--- config.mk ---
export PLATFORM = sky130hd
export DESIGN_NAME = ppc_command
export DESIGN_NICKNAME = d
export VERILOG_FILES = /design/src/verilog/ppc_pkg.sv /design/src/verilog/ppc_tick.sv /design/src/verilog/ppc_window_timer.sv /design/src/verilog/ppc_command.sv
export VERILOG_INCLUDE_DIRS = /design/src /design/src/verilog
export SDC_FILE = /design/constraint.sdc
export NUM_CORES = 1
export LEC_CHECK = 0
export BUFFER_PORTS_ARGS = -buffer_cell sky130_fd_sc_hd__buf_4
export CAP_MARGIN = 20
export CORE_UTILIZATION = 64
export CTS_BUF_LIST = sky130_fd_sc_hd__clkbuf_4
export DETAILED_ROUTE_END_ITERATION = 8
export PLACE_DENSITY = 0.9
export SETUP_SLACK_MARGIN = 0.4
export SYNTH_ARGS = -nofsm -noshare
export SYNTH_HDL_FRONTEND = slang
export SYNTH_HIERARCHICAL = 1
export SYNTH_SLANG_ARGS = --single-unit
--- constraint.sdc ---
create_clock -name clock -period 17.6 [get_ports clock]
set_input_delay 0 -clock clock [delete_from_list [all_inputs] [get_ports clock]]
set_output_delay 0 -clock clock [all_outputs]
set_load 0.01 [all_outputs]
--- src/verilog/ppc_cfg.svh ---
// constants of the positioning command block: addresses, bits, timing
`ifndef PPC_CFG_SVH
`define PPC_CFG_SVH

// =====================================================================
// register addresses
`define PPC_CMD_WORD_ADDR 16'h6040
`define PPC_STATE_WORD_ADDR 16'h6041

// =====================================================================
// command word bits
`define PPC_CW_START 4
`define PPC_CW_IMMED 5
`define PPC_CW_REL 6
`define PPC_CW_HALT 8
`define PPC_CW_BLEND 9
`define PPC_CMD_RESET 16'h0000

// =====================================================================
// state word bits
`define PPC_SW_REACHED 10
`define PPC_SW_LIMIT 11
`define PPC_SW_ACK 12
`define PPC_SW_FERR 13

// =====================================================================
// mode and option code fields
`define PPC_MODE_PP 8'h01
`define PPC_OPT_REF_LO 0
`define PPC_OPT_CLR_LO 4
`define PPC_CLR_ON_ACCEPT 2'h1
`define PPC_CLR_ON_REACHED 2'h2

// =====================================================================
// timing: processing cycle
`define PPC_CLK_MHZ 10
`define PPC_CYCLE_US 1000
`define PPC_TICK_CYCLES (`PPC_CYCLE_US * `PPC_CLK_MHZ)

`endif

--- src/verilog/ppc_pkg.sv ---
// types of the positioning command block
`default_nettype none
package ppc_pkg;

	// =================================================================
	// command sequencer states
	typedef enum logic [1:0] {
		PPC_IDLE = 2'b00,
		PPC_MOVING = 2'b01,
		PPC_QUEUED = 2'b10
	} ppc_state_t;

	// =================================================================
	// reference for relative targets
	typedef enum logic [1:0] {
		PPC_REF_PREV = 2'b00,
		PPC_REF_DEMAND = 2'b01,
		PPC_REF_ACTUAL = 2'b10,
		PPC_REF_RSVD = 2'b11
	} ppc_ref_t;

endpackage

`default_nettype wire

--- src/verilog/ppc_tick.sv ---
// processing cycle strobe generator
`timescale 1ns/1ps
`default_nettype none

module ppc_tick #(
	parameter int TICK_CYCLES = 10000
) (
	input wire logic clock,
	input wire logic rst,
	output logic tick
);
	logic [15:0] count;
	localparam logic [15:0] LAST = 16'(TICK_CYCLES - 1);

	// =================================================================
	// divider
	always_ff @(posedge clock or posedge rst) begin
		if (rst) begin
			count <= 16'h0000;
			tick <= 1'b0;
		end else begin
			tick <= (count == LAST);
			count <= (count == LAST) ? 16'h0000 : count + 16'h0001;
		end
	end
endmodule

`default_nettype wire

--- src/verilog/ppc_window_timer.sv ---
// counts processing cycles while a condition holds
`timescale 1ns/1ps
`default_nettype none

module ppc_window_timer (
	input wire logic clock,
	input wire logic rst,
	input wire logic tick,
	input wire logic cond,
	input wire logic [15:0] limit,
	output logic expired
);
	logic [15:0] count;
	wire at_limit = (count >= limit);

	// =================================================================
	// saturating cycle counter, restarts when condition drops
	always_ff @(posedge clock or posedge rst) begin
		if (rst) begin
			count <= 16'h0000;
			expired <= 1'b0;
		end else if (!cond) begin
			count <= 16'h0000;
			expired <= 1'b0;
		end else if (tick) begin
			expired <= at_limit;
			if (!at_limit) begin
				count <= count + 16'h0001;
			end
		end
	end
endmodule

`default_nettype wire

--- src/verilog/ppc_command.sv ---
// point-to-point positioning command handshake
`include "ppc_cfg.svh"
`timescale 1ns/1ps
`default_nettype none

module ppc_command import ppc_pkg::*; #(
	parameter int TICK_CYCLES = `PPC_TICK_CYCLES
) (
	input wire logic clock,
	input wire logic rst,
	input wire logic cmd_wr,
	input wire logic [15:0] cmd_addr,
	input wire logic [15:0] cmd_wdata,
	output logic [15:0] cmd_word,
	output logic [15:0] state_word,
	input wire logic [7:0] operating_mode_select,
	input wire logic [7:0] pos_option_code,
	input wire logic signed [31:0] target_pos,
	input wire logic signed [31:0] pos_limit_min,
	input wire logic signed [31:0] pos_limit_max,
	input wire logic signed [31:0] demand_pos,
	input wire logic signed [31:0] actual_pos,
	input wire logic [31:0] pos_window,
	input wire logic [15:0] pos_window_time,
	input wire logic closed_loop,
	input wire logic [31:0] ferr_window,
	input wire logic [15:0] ferr_timeout,
	input wire logic target_reachable,
	input wire logic ramp_speed_met,
	input wire logic move_busy,
	output logic move_start,
	output logic signed [31:0] move_target,
	output logic move_blend,
	output logic halt_active,
	output logic halt_resume
);
	ppc_state_t state;
	ppc_state_t next_state;
	logic tick;
	logic [15:0] cw_prev;
	logic [7:0] mode_prev;
	logic ack;
	logic reached;
	logic limit_hit;
	logic ferr;
	logic signed [31:0] last_target;
	logic signed [31:0] pending_target;
	logic pending_blend;

	// =================================================================
	// processing cycle
	ppc_tick #(
		.TICK_CYCLES(TICK_CYCLES)
	) u_tick (
		.clock(clock),
		.rst(rst),
		.tick(tick)
	);

	// =================================================================
	// mode and edge decode
	// mode gate
	wire enabled = (operating_mode_select == `PPC_MODE_PP);
	// mode entry counts as an edge
	wire entered = enabled && (mode_prev != `PPC_MODE_PP);
	wire start_edge = cmd_word[`PPC_CW_START] && (!cw_prev[`PPC_CW_START] || entered);
	// evaluation on the cycle strobe only
	wire trig = tick && enabled && start_edge;
	wire immed = cmd_word[`PPC_CW_IMMED];

	// =================================================================
	// target computation
	wire [1:0] ref_sel = pos_option_code[`PPC_OPT_REF_LO +: 2];
	wire [1:0] clr_sel = pos_option_code[`PPC_OPT_CLR_LO +: 2];
	logic signed [31:0] rel_base;
	always_comb begin
		case (ppc_ref_t'(ref_sel))
			PPC_REF_PREV: rel_base = last_target;
			PPC_REF_DEMAND: rel_base = demand_pos;
			PPC_REF_ACTUAL: rel_base = actual_pos;
			default: rel_base = last_target;
		endcase
	end
	wire signed [31:0] new_abs = cmd_word[`PPC_CW_REL] ? rel_base + target_pos : target_pos;
	wire in_limits = (new_abs >= pos_limit_min) && (new_abs <= pos_limit_max);

	// =================================================================
	// acceptance decode
	// reachability and pending check
	wire valid = target_reachable && in_limits && (immed || state != PPC_QUEUED);
	wire take = trig && !ack && valid;
	wire go_now = take && (immed || state == PPC_IDLE);
	wire queue = take && !immed && state == PPC_MOVING;
	wire run_pending = tick && enabled && state == PPC_QUEUED && !move_busy && !go_now;
	wire done = tick && state == PPC_MOVING && !move_busy && !take;
	wire want_blend = cmd_word[`PPC_CW_BLEND] && !immed && ramp_speed_met;

	// =================================================================
	// sequencer
	always_comb begin
		next_state = state;
		case (state)
			PPC_IDLE: next_state = go_now ? PPC_MOVING : PPC_IDLE;
			PPC_MOVING: next_state = queue ? PPC_QUEUED : (done ? PPC_IDLE : PPC_MOVING);
			PPC_QUEUED: next_state = (go_now || run_pending) ? PPC_MOVING : PPC_QUEUED;
			default: next_state = PPC_IDLE;
		endcase
		if (!enabled) begin
			next_state = PPC_IDLE;
		end
	end

	always_ff @(posedge clock or posedge rst) begin
		if (rst) begin
			state <= PPC_IDLE;
		end else begin
			state <= next_state;
		end
	end

	// =================================================================
	// sampled previous values
	always_ff @(posedge clock or posedge rst) begin
		if (rst) begin
			cw_prev <= `PPC_CMD_RESET;
			mode_prev <= 8'h00;
		end else if (tick) begin
			cw_prev <= cmd_word;
			mode_prev <= operating_mode_select;
		end
	end

	// =================================================================
	// move outputs
	// start the accepted target
	always_ff @(posedge clock or posedge rst) begin
		if (rst) begin
			move_start <= 1'b0;
			move_target <= 32'h0000_0000;
			move_blend <= 1'b0;
			last_target <= 32'h0000_0000;
			pending_target <= 32'h0000_0000;
			pending_blend <= 1'b0;
		end else begin
			move_start <= go_now || run_pending;
			if (take) begin
				last_target <= new_abs;
			end
			if (go_now) begin
				move_target <= new_abs;
				move_blend <= 1'b0;
			end else if (run_pending) begin
				move_target <= pending_target;
				move_blend <= 1'b0;
			end else if (queue) begin
				pending_target <= new_abs;
				pending_blend <= want_blend;
				move_blend <= want_blend;
			end else if (state == PPC_QUEUED && !ramp_speed_met) begin
				move_blend <= 1'b0;
			end
		end
	end

	// =================================================================
	// acknowledge
	// drop with the strobe once start is low and the buffer is free
	wire ack_clear = !enabled || (tick && !cmd_word[`PPC_CW_START] && next_state != PPC_QUEUED);
	always_ff @(posedge clock or posedge rst) begin
		if (rst) begin
			ack <= 1'b0;
		end else if (take) begin
			ack <= 1'b1;
		end else if (ack_clear) begin
			ack <= 1'b0;
		end
	end

	// =================================================================
	// status flags
	wire signed [31:0] pos_err = actual_pos - move_target;
	wire signed [31:0] fol_err = demand_pos - actual_pos;
	wire signed [31:0] pos_err_mag = pos_err[31] ? -pos_err : pos_err;
	wire signed [31:0] fol_err_mag = fol_err[31] ? -fol_err : fol_err;
	wire in_window = $unsigned(pos_err_mag) <= pos_window;
	wire fol_over = $unsigned(fol_err_mag) > ferr_window;
	wire settle_cond = enabled && state == PPC_IDLE && in_window;
	wire ferr_cond = enabled && closed_loop && fol_over;

	ppc_window_timer u_settle (
		.clock(clock),
		.rst(rst),
		.tick(tick),
		.cond(settle_cond),
		.limit(pos_window_time),
		.expired(reached)
	);

	ppc_window_timer u_ferr (
		.clock(clock),
		.rst(rst),
		.tick(tick),
		.cond(ferr_cond),
		.limit(ferr_timeout),
		.expired(ferr)
	);

	always_ff @(posedge clock or posedge rst) begin
		if (rst) begin
			limit_hit <= 1'b0;
		end else if (!enabled) begin
			limit_hit <= 1'b0;
		end else if (tick) begin
			limit_hit <= (demand_pos > pos_limit_max) || (demand_pos < pos_limit_min);
		end
	end

	always_ff @(posedge clock or posedge rst) begin
		if (rst) begin
			state_word <= 16'h0000;
		end else begin
			state_word <= 16'h0000;
			state_word[`PPC_SW_REACHED] <= reached;
			state_word[`PPC_SW_LIMIT] <= limit_hit;
			state_word[`PPC_SW_ACK] <= ack;
			state_word[`PPC_SW_FERR] <= ferr;
		end
	end

	// =================================================================
	// command word register
	wire cmd_hit = cmd_wr && (cmd_addr == `PPC_CMD_WORD_ADDR);
	logic reached_prev;
	wire self_clear = (take && clr_sel == `PPC_CLR_ON_ACCEPT) ||
		(reached && !reached_prev && clr_sel == `PPC_CLR_ON_REACHED);
	always_ff @(posedge clock or posedge rst) begin
		if (rst) begin
			cmd_word <= `PPC_CMD_RESET;
			reached_prev <= 1'b0;
		end else begin
			reached_prev <= reached;
			if (cmd_hit) begin
				cmd_word <= cmd_wdata;
			end else if (self_clear) begin
				cmd_word[`PPC_CW_START] <= 1'b0;
			end
		end
	end

	// =================================================================
	// halt
	// halt level and ramp restart on release
	always_ff @(posedge clock or posedge rst) begin
		if (rst) begin
			halt_active <= 1'b0;
			halt_resume <= 1'b0;
		end else begin
			halt_resume <= tick && enabled && !cmd_word[`PPC_CW_HALT] && cw_prev[`PPC_CW_HALT];
			if (!enabled) begin
				halt_active <= 1'b0;
			end else if (tick) begin
				halt_active <= cmd_word[`PPC_CW_HALT];
			end
		end
	end
endmodule

`default_nettype wire

==> qor.json <==
{
  "yosys": {
    "postSynth.asyncResetShare_pct": 100,
    "synth_area_um2": 21600,
    "synthesized_instance_count": 2674,
    "yosys_warnings": 6,
    "synth_ff_type": "dfrtp_1",
    "yosys.cell_types.count": 102,
    "synth.avg_cell_area_um2": 8.08,
    "synth_top_cell_by_area": "dfrtp_1",
    "yosysSeqAreaShare_pct": 21.4,
    "synth_edf_count": 0,
    "ys_top_cells_by_area": "dfrtp_1, ha_1, inv_1, a21oi_1, o21ai_0",
    "flop_and_latch_count_out_of_synthesis": 185,
    "synth_top_cell_area_share_pct": 21.4
  },
  "timing": {
    "fin_crit_sh_pct": 47.0,
    "postLayoutSetupSlackWorst_ns": 9.32,
    "grt_setup_unrepaired": "false",
    "max-slew-margin-rel_pct": 29.2,
    "max_freq_mhz": 121,
    "final.min_clock_period_ns": 8.28,
    "worst_pin_slew_ns": 1.06,
    "finalHoldViolations": 0,
    "final.setup_skew_ns": 0.0459,
    "setup_total_negative_slack_ns": 0,
    "endpoints_failing_setup": 0,
    "fin_worst_hold_slack_ns": 0.00466,
    "maxSlewViolCount": 0
  },
  "global_routing": {
    "grt_overflow": 0,
    "initial_antenna_violation_count": 5,
    "grt_pass1_wl_mm": 116,
    "global_route.usage.total_pct": 43.7,
    "grt_max_degree": 73,
    "vias_in_the_first_global_route": 22300
  },
  "floorplanning": {
    "die-width_um": 186,
    "core-area_um2": 32900,
    "ios": 379,
    "fp.dieH_um": 186,
    "design.die.area_um2": 34500,
    "floorplan.rows": 66,
    "initial_core_util_pct": 65.8
  },
  "place": {
    "detailedPlace.worstSlack_ns": 9.16,
    "gpl.final_weighted_congestion": 0.987,
    "port_buffers": 362,
    "hpwlAfterDp_mm": 57.5
  },
  "outcome": {
    "run_status": "finished with violations",
    "failed_checks": "design-rule violations"
  },
  "final_layout": {
    "finalNetCount": 3686,
    "mostFrequentLayoutCell": "buf_4",
    "layout.cells.most_common_list": "buf_4, ha_1, inv_1",
    "drive_gt1_share_pct": 16.7,
    "layout-area-overhead-vs-synth_pct": 18.4,
    "fillCellCount": 2293
  },
  "route": {
    "via_per_inst": 6.56,
    "drt_iter0_markers": 2160,
    "met3RoutedLength_mm": 7.65,
    "num_vias": 23000,
    "top_layer": "met5",
    "detailedRoute.firstPassIterationCount": 9,
    "wire_length_per_cell_um": 21.7,
    "dr_drc_count": 106,
    "dr_wl_met2_mm": 35.0,
    "drt.antenna.violating_nets": 0,
    "wirelength_mm": 76.2,
    "wirelength_met1_mm": 29.2
  },
  "power_and_ir_drop": {
    "peakVddDrop_mv": 0.0436,
    "power.leakage_nw": 13.0,
    "power-per-cell-area_nw_per_um2": 51.2
  },
  "hold_path": {
    "timing.hold.worst.class": "input pin to async pin"
  },
  "setup_path": {
    "crit_fanout": 35,
    "worst_path_dominant_cell_family": "compound AO/OA/AOI/OAI gates",
    "slowest_delay_ns": 0.85,
    "timing.critical_path.buf_inv": 5,
    "crit_type": "input pin to register",
    "worst-endpoint-arrival_ns": 8.85,
    "crit_required_ns": 18.18,
    "worstSetupStartpointType": "input pin",
    "endpoint_kind": "register",
    "cp_slowest_cell": "ha_1"
  },
  "cts": {
    "tritoncts": "done",
    "ctsRootBufferMaster": "clkbuf_4",
    "cts.htree.levels": 4,
    "clock_buffers_created_by_tritoncts": 17,
    "cts-root-to-sink-buffers": 2,
    "insertion_delay_ns": 0.67,
    "post_cts_buffers": 0,
    "clock_sink_count": 185,
    "clkTransAtPathRegs_ns": 0.19
  },
  "run": {
    "max-cap-violations": 0
  }
}
[tightest hold or removal path, delay by kind of cell]
family	cells	cell delay, ns
buffers and inverters	3	1.19
[metal layers]
| metal | GRT usage (%) | vias to the layer above |
|---|---|---|
| met5 | 0 | - |
| met4 | 22.5 | 2 |
| met3 | 9.47 | 344 |
| met2 | 71.6 | 1448 |
| met1 | 53.8 | 10700 |
| li1 | - | 10500 |
[power breakdown]
| group | internal [mW] | switching, mW | leakage [nW] |
|---|---|---|---|
| sequential | 0.425 | 0.0000127 | 2.56 |
| combinational | 0.275 | 0.361 | 10.3 |
| clock | 0.0666 | 0.182 | 0.153 |
[cells in the mapped netlist (39+ instances only)]
| cell | n |
|---|---|
| mux2i_1 | 39 |
| nand4_1 | 72 |
| clkbuf_1 | 72 |
| nand2_1 | 204 |
| inv_1 | 307 |
| xor2_1 | 52 |
| dfrtp_1 | 185 |
| nor3_1 | 41 |
| o31ai_1 | 45 |
| nand3_1 | 67 |
| a21oi_1 | 209 |
| nor2_1 | 118 |
| xnor2_1 | 80 |
| mux2_2 | 51 |
| o21ai_0 | 176 |
| ha_1 | 323 |
| a21o_1 | 92 |
[registers in the layout (all words and copies together), names as in the netlist, 2 cells and up]
signal / count
mode_prev: 8
state_word: 4
cmd_word: 16
state: 2
u_settle/count: 16
u_ferr/count: 16
move_target: 32
last_target: 32
u_tick/count: 16
cw_prev: 2
pending_target: 32
[timing repair]
| item | CTS | global route |
|---|---|---|
| hold buffers | 83 | 0 |
| resized for setup | 0 | 0 |
| endpoints found under the hold margin | 233 | 0 |
[final timing paths]
kind	endpoint	depth (start not counted)	slack, ns	startpoint
worst max-delay path	cmd_word[4]	28	9.32	pos_option_code[0]
worst min-delay path	u_ferr/count[15]	3	0.005	rst
worst max register to register	cmd_word[4]	25	9.84	last_target[1]
worst min register to register	state_word[11]	0	0.41	limit_hit
max in group asynchronous	last_target[21]	5	15.59	rst
min in group clock	u_settle/count[8]	7	0.04	pos_window_time[1]
[cell families (layout without fill, tap and decap cells)]
family          after synthesis  count (layout)  share of synthesized area, %
xor+xnor                    134             134                          5.50
buf+inv                     416             793                          7.97
simple gates                741             741                          18.2
flops                       185             185                          21.4
compound gates              781             781                          23.5
fa+ha+maj                   326             326                          19.0
other cells                   1              16                        0.0173
mux                          90              90                          4.46
[per-stage QoR]
stage	util [%]	instances	power (mW)	cell area (um^2)
2_1_floorplan	-	2685	0.851	21700
3_3_place_gp	74.4	3389	1.00	24400
3_5_place_dp	74.4	3389	1.03	24400
4_1_cts	77.8	3504	1.28	25600
5_1_grt	77.9	3508	1.39	25600
6_report	77.9	3508	1.31	25600
[area by class of cell]
type / instances / area, um^2 / area share [%]
multi-input combinational: 2084 / 15300 / 59.9
sequential: 185 / 4630 / 18.1
timing repair buffer: 454 / 3620 / 14.1
inverter: 307 / 1160 / 4.52
tap: 442 / 553 / 2.16
clock inverter: 15 / 174 / 0.680
clock buffer: 17 / 128 / 0.499
antenna: 4 / 10.0 / 0.0391
Power figures use the tool's default switching activity.
